==> src/logic/sleep_ctrl_params.svh <==
// Register map, field positions, reset values and timing counts of the power controller
`ifndef SLEEP_CTRL_PARAMS_SVH
`define SLEEP_CTRL_PARAMS_SVH

// Register indices; the byte address on the bus is four times the index
`define REG_IDX_GATES    10'h000
`define REG_IDX_PWR_CTRL 10'h035
`define REG_IDX_DIDR     10'h010
`define REG_IDX_STATUS   10'h011

`define RST_GATES        8'h00
`define RST_PWR_CTRL     8'h00
`define RST_DIDR         8'h00

`define BIT_DS           7
`define BIT_PUD          6
`define BIT_SE           5
`define BIT_SM_HI        4
`define BIT_SM_LO        3
`define BIT_DSE          2
`define BIT_T1           3
`define BIT_T0           2
`define BIT_USI          1
`define BIT_ADC          0
`define GATES_WR_MASK    8'h0f

`define DS_WINDOW_CYC    4
`define DS_ACTIVE_DLY    3
`define DS_HOLD_CYC      3
`define WAKE_HALT_CYC    4
`define SLEEP_ST_DLY     1

`endif

==> src/logic/sleep_ctrl_pkg.sv <==
// Types shared by the power controller files
package sleep_ctrl_pkg;

  typedef enum logic [1:0] {
    MODE_IDLE,
    MODE_NOISE_RED,
    MODE_POWER_DOWN,
    MODE_RESERVED
  } sleep_mode_e;

  typedef enum {
    ST_RUN,
    ST_SLEEP,
    ST_WAKE_HALT
  } core_state_e;

  typedef struct packed {
    logic timer1_gate;
    logic timer0_gate;
    logic serial_unit_gate;
    logic converter_gate;
  } gates_s;

  typedef struct packed {
    logic clk_cpu_run;
    logic clk_io_run;
    logic clk_adc_run;
    logic detector_off;
    logic input_buf_off;
  } sleep_out_s;

  typedef struct packed {
    logic        sel;
    logic        write;
    logic [11:0] addr;
  } ahb_req_s;

endpackage

==> src/logic/detector_sleep_seq.sv <==
// Timed write sequence for the detector-sleep bit
`include "sleep_ctrl_params.svh"
module detector_sleep_seq (
  input  wire logic hclk,
  input  wire logic hresetn,
  input  wire logic wr_stb,
  input  wire logic wr_ds,
  input  wire logic wr_dse,
  output logic      ds_bit,
  output logic      dse_bit,
  output logic      ds_active
);

  logic [2:0] win_q;
  logic [2:0] act_q;
  logic [2:0] hold_q;

  // ----------------------------------------
  // Arming window
  // ----------------------------------------
  always_ff @(posedge hclk or negedge hresetn) begin
    if (!hresetn) begin
      win_q <= 3'h0;
    end else if (wr_stb && wr_ds && wr_dse) begin
      win_q <= 3'(`DS_WINDOW_CYC);
    end else if (wr_stb) begin
      win_q <= 3'h0;
    end else if (win_q != 3'h0) begin
      win_q <= win_q - 3'h1;
    end
  end

  always_ff @(posedge hclk or negedge hresetn) begin
    if (!hresetn) begin
      dse_bit <= 1'b0;
    end else if (wr_stb) begin
      dse_bit <= wr_dse && (win_q == 3'h0);
    end else if (win_q == 3'h1) begin
      dse_bit <= 1'b0;
    end
  end

  // ----------------------------------------
  // Set, delayed activation, self clear
  // ----------------------------------------
  always_ff @(posedge hclk or negedge hresetn) begin
    if (!hresetn) begin
      ds_bit <= 1'b0;
      act_q  <= 3'h0;
      hold_q <= 3'h0;
    end else if (wr_stb && wr_ds && !wr_dse && win_q != 3'h0) begin
      ds_bit <= 1'b1;
      act_q  <= 3'(`DS_ACTIVE_DLY);
      hold_q <= 3'(`DS_HOLD_CYC);
    end else if (act_q != 3'h0) begin
      act_q <= act_q - 3'h1;
    end else if (hold_q != 3'h0) begin
      hold_q <= hold_q - 3'h1;
      if (hold_q == 3'h1) begin
        ds_bit <= 1'b0;
      end
    end
  end

  assign ds_active = ds_bit && (act_q == 3'h0);

endmodule

==> src/logic/sleep_power_ctrl.sv <==
// Sleep and power reduction controller with AHB-Lite register slave
`include "sleep_ctrl_params.svh"
module sleep_power_ctrl #(
  parameter int NUM_PINS = 16
) (
  input  wire logic                 hclk,
  input  wire logic                 hresetn,
  input  wire logic                 hsel,
  input  wire logic [11:0]          haddr,
  input  wire logic [1:0]           htrans,
  input  wire logic                 hwrite,
  input  wire logic [2:0]           hsize,
  input  wire logic [31:0]          hwdata,
  input  wire logic                 hready,
  output logic      [31:0]          hrdata,
  output logic                      hreadyout,
  output logic                      hresp,
  input  wire logic                 sleep_instr,
  input  wire logic                 wake_irq,
  input  wire logic [2:0]           prep_read_en,
  input  wire logic                 detector_en,
  input  wire logic                 comparator_ref_req,
  input  wire logic                 converter_ref_req,
  input  wire logic                 watchdog_en,
  input  wire logic [NUM_PINS-1:0]  wake_pin_mask,
  output logic                      vref_on,
  output logic                      watchdog_run,
  output logic                      detector_on,
  output logic [NUM_PINS-1:0]       input_buf_en,
  output logic                      pullup_disable,
  output logic [1:0]                int_sense,
  output sleep_ctrl_pkg::gates_s    gates,
  output logic                      comp_mux_allow,
  output sleep_ctrl_pkg::sleep_out_s sleep_out,
  output logic                      cpu_halt,
  output logic                      sleep_nop
);

  // ----------------------------------------
  // Bus address phase capture
  // ----------------------------------------
  sleep_ctrl_pkg::ahb_req_s req_q;
  logic                      ap_valid;

  assign ap_valid  = hsel && hready && htrans[1];
  assign hreadyout = 1'b1;
  assign hresp     = 1'b0;

  always_ff @(posedge hclk or negedge hresetn) begin
    if (!hresetn) begin
      req_q <= '0;
    end else if (hready) begin
      req_q.sel   <= ap_valid;
      req_q.write <= hwrite;
      req_q.addr  <= {haddr[11:2], 2'b00};
    end
  end

  // Compares the word index of an aligned byte address with a register index
  function automatic logic hit(input logic [11:0] a, input logic [9:0] idx);
    hit = (a[11:2] == idx);
  endfunction

  logic wr_ctrl;
  logic wr_gates;
  logic wr_didr;

  assign wr_ctrl  = req_q.sel && req_q.write && hit(req_q.addr, `REG_IDX_PWR_CTRL);
  assign wr_gates = req_q.sel && req_q.write && hit(req_q.addr, `REG_IDX_GATES);
  assign wr_didr  = req_q.sel && req_q.write && hit(req_q.addr, `REG_IDX_DIDR);

  // ----------------------------------------
  // Power control register
  // ----------------------------------------
  logic [7:0] ctrl_q;
  logic       ds_bit;
  logic       dse_bit;
  logic       ds_active;

  always_ff @(posedge hclk or negedge hresetn) begin
    if (!hresetn) begin
      ctrl_q <= `RST_PWR_CTRL;
    end else if (wr_ctrl) begin
      ctrl_q <= hwdata[7:0];
    end
  end

  detector_sleep_seq u_ds (
    .hclk      (hclk),
    .hresetn   (hresetn),
    .wr_stb    (wr_ctrl),
    .wr_ds     (hwdata[`BIT_DS]),
    .wr_dse    (hwdata[`BIT_DSE]),
    .ds_bit    (ds_bit),
    .dse_bit   (dse_bit),
    .ds_active (ds_active)
  );

  sleep_ctrl_pkg::sleep_mode_e mode;
  logic                        sleep_en;

  assign mode           = sleep_ctrl_pkg::sleep_mode_e'(ctrl_q[`BIT_SM_HI:`BIT_SM_LO]);
  assign sleep_en       = ctrl_q[`BIT_SE];
  assign pullup_disable = ctrl_q[`BIT_PUD];
  assign int_sense      = ctrl_q[1:0];

  // ----------------------------------------
  // Power reduction and input disable
  // ----------------------------------------
  logic [3:0]          gates_q;
  logic [NUM_PINS-1:0] didr_q;

  always_ff @(posedge hclk or negedge hresetn) begin
    if (!hresetn) begin
      gates_q <= 4'h0;
    end else if (wr_gates) begin
      gates_q <= hwdata[3:0] & 4'(`GATES_WR_MASK);
    end
  end

  always_ff @(posedge hclk or negedge hresetn) begin
    if (!hresetn) begin
      didr_q <= '0;
    end else if (wr_didr) begin
      didr_q <= hwdata[NUM_PINS-1:0];
    end
  end

  // Gates stop clocks, and the converter gate also blocks comparator mux access; peripheral state is held by the peripheral itself
  assign gates.timer1_gate      = gates_q[`BIT_T1];
  assign gates.timer0_gate      = gates_q[`BIT_T0];
  assign gates.serial_unit_gate = gates_q[`BIT_USI];
  assign gates.converter_gate   = gates_q[`BIT_ADC];
  assign comp_mux_allow         = !gates_q[`BIT_ADC];

  // ----------------------------------------
  // Sleep sequencing
  // ----------------------------------------
  sleep_ctrl_pkg::core_state_e state_q;
  logic [2:0]                  halt_q;
  logic                        bod_off_q;
  sleep_ctrl_pkg::sleep_mode_e smode_q;

  always_ff @(posedge hclk or negedge hresetn) begin
    if (!hresetn) begin
      state_q   <= sleep_ctrl_pkg::ST_RUN;
      halt_q    <= 3'h0;
      bod_off_q <= 1'b0;
      smode_q   <= sleep_ctrl_pkg::MODE_IDLE;
    end else begin
      case (state_q)
        sleep_ctrl_pkg::ST_RUN: begin
          if (sleep_instr && sleep_en && mode != sleep_ctrl_pkg::MODE_RESERVED) begin
            state_q   <= sleep_ctrl_pkg::ST_SLEEP;
            smode_q   <= mode;
            bod_off_q <= ds_active;
          end
        end
        sleep_ctrl_pkg::ST_SLEEP: begin
          if (wake_irq) begin
            state_q   <= sleep_ctrl_pkg::ST_WAKE_HALT;
            halt_q    <= 3'(`WAKE_HALT_CYC);
            bod_off_q <= 1'b0;
          end
        end
        sleep_ctrl_pkg::ST_WAKE_HALT: begin
          halt_q <= halt_q - 3'h1;
          if (halt_q == 3'h1) begin
            state_q <= sleep_ctrl_pkg::ST_RUN;
          end
        end
        default: begin
          state_q <= sleep_ctrl_pkg::ST_RUN;
        end
      endcase
    end
  end

  logic asleep;
  logic io_stop;
  logic adc_stop;

  assign asleep    = (state_q == sleep_ctrl_pkg::ST_SLEEP);
  assign io_stop   = asleep && smode_q != sleep_ctrl_pkg::MODE_IDLE;
  assign adc_stop  = asleep && smode_q == sleep_ctrl_pkg::MODE_POWER_DOWN;
  assign cpu_halt  = state_q != sleep_ctrl_pkg::ST_RUN;
  assign sleep_nop = (state_q == sleep_ctrl_pkg::ST_RUN) && sleep_instr && !sleep_en;

  assign sleep_out.clk_cpu_run   = !cpu_halt;
  assign sleep_out.clk_io_run    = !io_stop;
  assign sleep_out.clk_adc_run   = !adc_stop;
  assign sleep_out.detector_off  = asleep && bod_off_q;
  assign sleep_out.input_buf_off = io_stop && adc_stop;

  assign detector_on  = detector_en && !(asleep && bod_off_q);
  assign vref_on      = detector_on || comparator_ref_req || converter_ref_req;
  assign watchdog_run = watchdog_en;

  // Buffers: analog disable always wins; deep sleep keeps only wake pins
  always_comb begin
    for (int i = 0; i < NUM_PINS; i++) begin
      input_buf_en[i] = !didr_q[i] && (!(io_stop && adc_stop) || wake_pin_mask[i]);
    end
  end

  // ----------------------------------------
  // Read data
  // ----------------------------------------
  logic [7:0] ctrl_rd;

  assign ctrl_rd = {ds_bit, ctrl_q[6:3], dse_bit, ctrl_q[1:0]};

  always_ff @(posedge hclk or negedge hresetn) begin
    if (!hresetn) begin
      hrdata <= 32'h0;
    end else if (ap_valid && !hwrite) begin
      case (haddr[11:2])
        `REG_IDX_PWR_CTRL: hrdata <= {24'h0, ctrl_rd};
        `REG_IDX_GATES:    hrdata <= {24'h0, prep_read_en, 1'b0, gates_q};
        `REG_IDX_DIDR:     hrdata <= {{(32-NUM_PINS){1'b0}}, didr_q};
        `REG_IDX_STATUS:   hrdata <= {26'h0, ds_active, asleep, bod_off_q, vref_on, 2'(state_q)};
        default:           hrdata <= 32'h0;
      endcase
    end
  end

endmodule

==> config.mk <==
export PLATFORM = sky130hd
export DESIGN_NAME = sleep_power_ctrl
export DESIGN_NICKNAME = d
export VERILOG_FILES = /design/src/logic/sleep_ctrl_pkg.sv /design/src/logic/detector_sleep_seq.sv /design/src/logic/sleep_power_ctrl.sv
export VERILOG_INCLUDE_DIRS = /design/src /design/src/logic
export SDC_FILE = /design/constraint.sdc
export NUM_CORES = 1
export LEC_CHECK = 0
export BUFFER_PORTS_ARGS = -buffer_cell sky130_fd_sc_hd__buf_2
export CAP_MARGIN = 15
export CORE_MARGIN = 3
export CORE_UTILIZATION = 44
export DETAILED_ROUTE_END_ITERATION = 7
export GPL_ROUTABILITY_DRIVEN = 1
export GPL_TIMING_DRIVEN = 0
export PLACE_DENSITY_LB_ADDON = 0.12
export SETUP_SLACK_MARGIN = 0.4
export SYNTH_ARGS = -nofsm -noshare
export SYNTH_HDL_FRONTEND = slang
export SYNTH_SLANG_ARGS = --single-unit
==> constraint.sdc <==
create_clock -name hclk -period 1.54 [get_ports hclk]
set_input_delay 0.231 -clock hclk [delete_from_list [all_inputs] [get_ports hclk]]
set_output_delay 0.231 -clock hclk [all_outputs]
set_load 0.03 [all_outputs]
# After elaboration in Yosys (flattened, before gate mapping)
# Cells that the tools add are included.
[word_totals]
reg_bits = 120
latchBits = 0
ramBits = 0
rom_bits = 0
input_bits = 79
output_inout_bits = 68
word_cells = 166
n_memories = 0
[op_classes]
n_addsub = 4
n_mul = 0
div = 0
n_lt_le_gt_ge = 0
eq_ne = 17
shift = 0
mux = 24
n_bitwise = 0
n_reduce_logical = 105
[op_table]
columns = ["cell", "n"]
rows = [
  ["32-bit two-way mux", 3],
  ["32-bit one-hot mux with 3 select lines", 1],
  ["32-bit by 2-bit == test with 1-bit output (second input constant)", 2],
  ["32-bit zero test", 2],
  ["16-bit one-hot mux with 4 select lines", 1],
  ["1-bit logical AND", 38],
  ["32-bit by 1-bit == test with 1-bit output (second input constant)", 1],
  ["32-bit nonzero test", 1],
  ["10-bit by 5-bit == test with 1-bit output (second input constant)", 3],
  ["3-bit two-way mux", 9],
  ["1-bit zero test", 25],
  ["10-bit by 6-bit == test with 1-bit output (second input constant)", 2],
  ["10-bit zero test", 2],
  ["1-bit logical OR", 18],
  ["2-bit nonzero test", 7],
  ["3-bit nonzero test", 4],
  ["3-bit by 1-bit subtractor with 3-bit output (second input constant)", 4],
  ["3-bit by 1-bit == test with 1-bit output (second input constant)", 3],
  ["3-bit AND reduction", 3],
  ["1-bit two-way mux", 8],
  ["2-bit != test (second input constant)", 4],
  ["3-bit zero test", 2],
  ["3-bit one-hot mux with 2 select lines", 1],
  ["2-bit AND reduction", 3],
  ["3 further kinds", 3],
]

# Depth between registers and ports, before layout
[depth]
word_depth = 7
ltp_mapped = 7
ltp_nobuf = 6

# By module
# From an unflattened synthesis, not the netlist that was laid out.
[unflattened]
hier_cells = 345
hier_area_um2 = 3777.4
[by_module_without_submodules]
columns = ["mod", "n_inst", "cells_per_inst", "area_per_inst_um2", "seq_area_each_um2"]
rows = [
  ["sleep_power_ctrl", 1, 281, 3149.3, 1551.5],
  ["detector_sleep_seq", 1, 64, 628.1, 275.3],
]

# Least setup slack after synthesis
# OpenSTA, ideal clock, no wires.
[synth_path]
path_type = "register -> output"
start = "reg state_q[0]"
end = "out input_buf_en[0]"
arrival_time_ps = 1600
t_required_ps = 1309
slack_ps = -291
path_stages_with_launch = 7
path_buffers = 2
path_cell_list = "dfrtp_1 nor2b_1 clkbuf_2 nand3b_2 buf_2 nor2_1 nor2_1"
[synth_via]
elab_chain_cells = 6
word_cells_on_any_way = 7
classes_between = "1 x eq/ne; 6 x reduce/logical"
[synth_lines]
columns = ["element", "line", "rtl"]
rows = [
  ["start, declared", "sleep_power_ctrl.sv:139", "sleep_ctrl_pkg::core_state_e state_q;"],
  ["start signal, assigned", "sleep_power_ctrl.sv:146", "state_q <= sleep_ctrl_pkg::ST_RUN;"],
  ["start signal, assigned", "sleep_power_ctrl.sv:154", "state_q <= sleep_ctrl_pkg::ST_SLEEP;"],
  ["start signal, assigned", "sleep_power_ctrl.sv:161", "state_q <= sleep_ctrl_pkg::ST_WAKE_HALT;"],
  ["32-bit by 2-bit == test with 1-bit output (*)", "sleep_power_ctrl.sv:183", "assign asleep = (state_q == sleep_ctrl_pkg::ST_SLEEP);"],
  ["1-bit logical AND (on tied branches)", "sleep_power_ctrl.sv:184, sleep_power_ctrl.sv:185", ""],
  ["1-bit logical AND (*)", "sleep_power_ctrl.sv:202", "input_buf_en[i] = !didr_q[i] && (!(io_stop && adc_stop) || wake_pin_mask[i]);"],
  ["1-bit zero test (*)", "sleep_power_ctrl.sv:202", ""],
  ["1-bit logical OR (*)", "sleep_power_ctrl.sv:202", ""],
  ["1-bit logical AND (*)", "sleep_power_ctrl.sv:202", ""],
  ["end, declared", "sleep_power_ctrl.sv:29", "output logic [NUM_PINS-1:0] input_buf_en,"],
]
# Every way passes the cells marked *; elsewhere a longest branch is shown, timed or not.

# Final worst setup path
[layout_path]
start = "reg state_q[0]"
end = "out input_buf_en[13]"
# The elaborated chain is that of the path after synthesis.

==> flow_metrics.tcl <==
set metrics [dict create \
    critPathCaptureType "output port" \
    drtAntennaViolNets 0 \
    place_congestion 0.7617 \
    power_density_mw_per_mm2 990.4 \
    synth_area_leader_cell "dfrtp_1" \
    fillCellCount 581 \
    vias 3290 \
    ys_warn_count 0 \
    core_mm2 0.008258 \
    multi_input_area_mm2 0.002173 \
    avgSynthCellArea_um2 11.17 \
    die_h_um 98.36 \
    remaining_drc_errors 0 \
    rows 33 \
    grt_pass1_vias 3253 \
    wl_per_cell_um 17.05 \
    critPathMaxFanout 6 \
    grt_usage_pct 21.53 \
    rsz0062_at_grt "yes" \
    grt_start_max_net_pins 62 \
    die-area_mm2 0.009675 \
    synth_ff_type "dfrtp_1" \
    insertion_delay_ns 0.36 \
    status "complete, but fails checks" \
    final_cell_mix "dfrtp_1, buf_6, buf_4" \
    regArea_mm2 0.001829 \
    area_growth_pct 64.10 \
    wirelength_um 10910 \
    io_buffers 104 \
    holdWs_ns 0.09354 \
    slew_headroom_pct 64.45 \
    drive_gt1_share_pct 61.50 \
    cap_violations 0 \
    final_hold_viol_count 0 \
    antenna_found_initial 0 \
    grt-ovfl-total 0 \
    yosys-top-cells-area "dfrtp_1, mux2_2, buf_4" \
    htreeDepth 3 \
    hp-class "input pin to flop" \
    synthDominantCellAreaShare_pct 48.67 \
    arrival_ns 1.71 \
    synth_edf_count 0 \
    vdd.ir_drop.worst_v 0.0006641 \
    stdcell_area_mm2 0.006160 \
    power.leakage_nw 3.012 \
    vias_per_cell 5.141 \
    ioPinCount 147 \
    violations "setup timing" \
    seq_area_frac_synth_pct 48.67 \
    fmax_mhz 515.1 \
    drt-initial-drc-count 98 \
    clkTransAtPathRegs_ns 0.09 \
    die_x_um 98.36 \
    first_pass_iters 4 \
    critPathLaunchType "flop" \
    placed_area_mm2 0.004786 \
    cts-buffers-inserted 9 \
    initial_core_util_pct 45.45 \
    setup_ws_ns -0.4015 \
    synth_cell_types 48 \
    reg2reg_from "state_q[1]$_DFFE_PN0P_" \
    fin_nets 619 \
    finalPower_mw 6.101 \
    syn_inst 336 \
    ys_seq_elements 73 \
    setup_viol 53 \
    fin_crit_ns 1.942 \
    hp-start "hwdata[14]" \
    syn_area_mm2 0.003754 \
    cts-root-buf "clkbuf_8" \
    diodes 0 \
    final_util_pct 74.59 \
    cts_buffer_depth 2 \
    ys_async_sr_fraction_pct 100.0 \
    worstSetupStartpoint "state_q[0]$_DFFE_PN0P_" \
    maxSlewViolCount 0 \
    tightest_slew_ns 0.5333 \
    hpwlAfterDp_um 6918 \
    final_common_cell "dfrtp_1" \
    finClkSkew_ns 0.01329 \
    worst_ep_required_time_ns 1.31 \
    period_share_pct 126.1 \
    critical_path_class "flop to output port" \
    cts_sinks 73 \
    cts_tree "built" \
    grt_pass1_wl_um 16460 \
]
## power breakdown
| group | internal [mW] | switching, mW |
|---|---|---|
| Sequential | 2.17 | 0.211 |
| Clock | 0.962 | 0.775 |
| Combinational | 0.962 | 1.02 |
| Total | 4.10 | 2.00 |
## worst paths after layout
kind / endpoint / slack [ns] / cells past startpoint
max: input_buf_en[13] / -0.40 / 7
min reg2reg: req_q[12]$_DFFE_PN0P_ / 0.51 / 1
min: didr_q[14]$_DFFE_PN0P_ / 0.09 / 2
max in group asynchronous: state_q[1]$_DFFE_PN0P_ / 0.72 / 3
max reg2reg: hrdata[2]$_DFFE_PN0P_ / -0.14 / 6
min in group asynchronous: u_ds.act_q[1]$_DFFE_PN0P_ / 0.26 / 2
## worst max-delay path, stage by stage, from the launching register on
cell	delay [ns]
dfrtp_2	0.40
nor2b_4	0.16
buf_8	0.10
nand3b_4	0.17
clkbuf_16	0.22
nor2_4	0.12
nor2_4	0.04
buf_6	0.13
## metrics by stage
stage                     setup TNS, ns  setup slack (ns)  cells
after floorplan                -0.02638         -0.006595    352
after global placement           -27.14           -0.3978    561
after detailed placement         -8.520           -0.2718    562
after CTS                        -8.821           -0.3751    618
after global routing             -12.84           -0.4532    640
final                            -10.10           -0.4015    640
## state kept, by name (all words and copies together) (netlist names)
signal,count
bod_off_q,1
ctrl_q,6
didr_q,16
gates,4
halt_q,3
hrdata,16
req_q,12
smode_q,2
state_q,2
u_ds.act_q,3
u_ds.ds_bit,1
u_ds.dse_bit,1
u_ds.hold_q,3
u_ds.win_q,3
## Yosys cell counts (3+ instances only)
library cell	instances
buf_4	22
mux2_2	30
dfrtp_1	73
nand3_1	6
o21ai_0	12
xnor2_1	3
clkbuf_1	3
inv_1	21
a22o_1	15
o211ai_1	3
and2_1	3
ha_1	10
nand4b_1	5
mux2i_1	7
nor2b_1	3
nor2_1	40
mux2_4	10
a22oi_1	3
o22ai_1	3
nand4_1	3
nor3_1	5
nand2_1	17
## kinds of logic (layout without fill, tap and decap cells)
logic type                 after synthesis  after routing  share of synthesized area (%)
and+or+nand+nor                         98             98                          14.33
DFF                                     73             73                          48.67
buffers and inverters                   52            235                          7.933
AOI/OAI and AO/OA                       49             49                          9.500
muxes                                   47             47                          14.87
adders and majority gates               10             10                          3.333
xor gates and xnor gates                 5              5                          1.167
other                                    2             18                         0.2001
## per-layer routing
layer / GRT usage, % / routed length (um)
met5: 0 / 0
met2: 35.93 / 5643
met1: 28.20 / 4585
met4: 5.567 / 125
met3: 5.214 / 555
## cell type report
| cell class | instances | share of cell area (%) |
|---|---|---|
| sequential | 73 | 29.70 |
| inverter | 21 | 1.341 |
| tap | 105 | 2.133 |
| clock buffer | 10 | 2.234 |
| buffer | 31 | 4.855 |
| clock inverter | 6 | 1.463 |
| multi-input combinational | 227 | 35.28 |
| timing repair buffer | 167 | 22.99 |
## repair_timing
| action | in CTS | in global routing |
|---|---|---|
| gates cloned | 0 | 1 |
| endpoints found under the hold margin | 12 | 0 |
| buffers inserted | 39 | 21 |
| hold buffers | 1 | 0 |
| pin swaps | 15 | 14 |
| setup endpoints to repair | 110 | 104 |
| resized for setup | 125 | 69 |
Power figures use the tool's default switching activity.
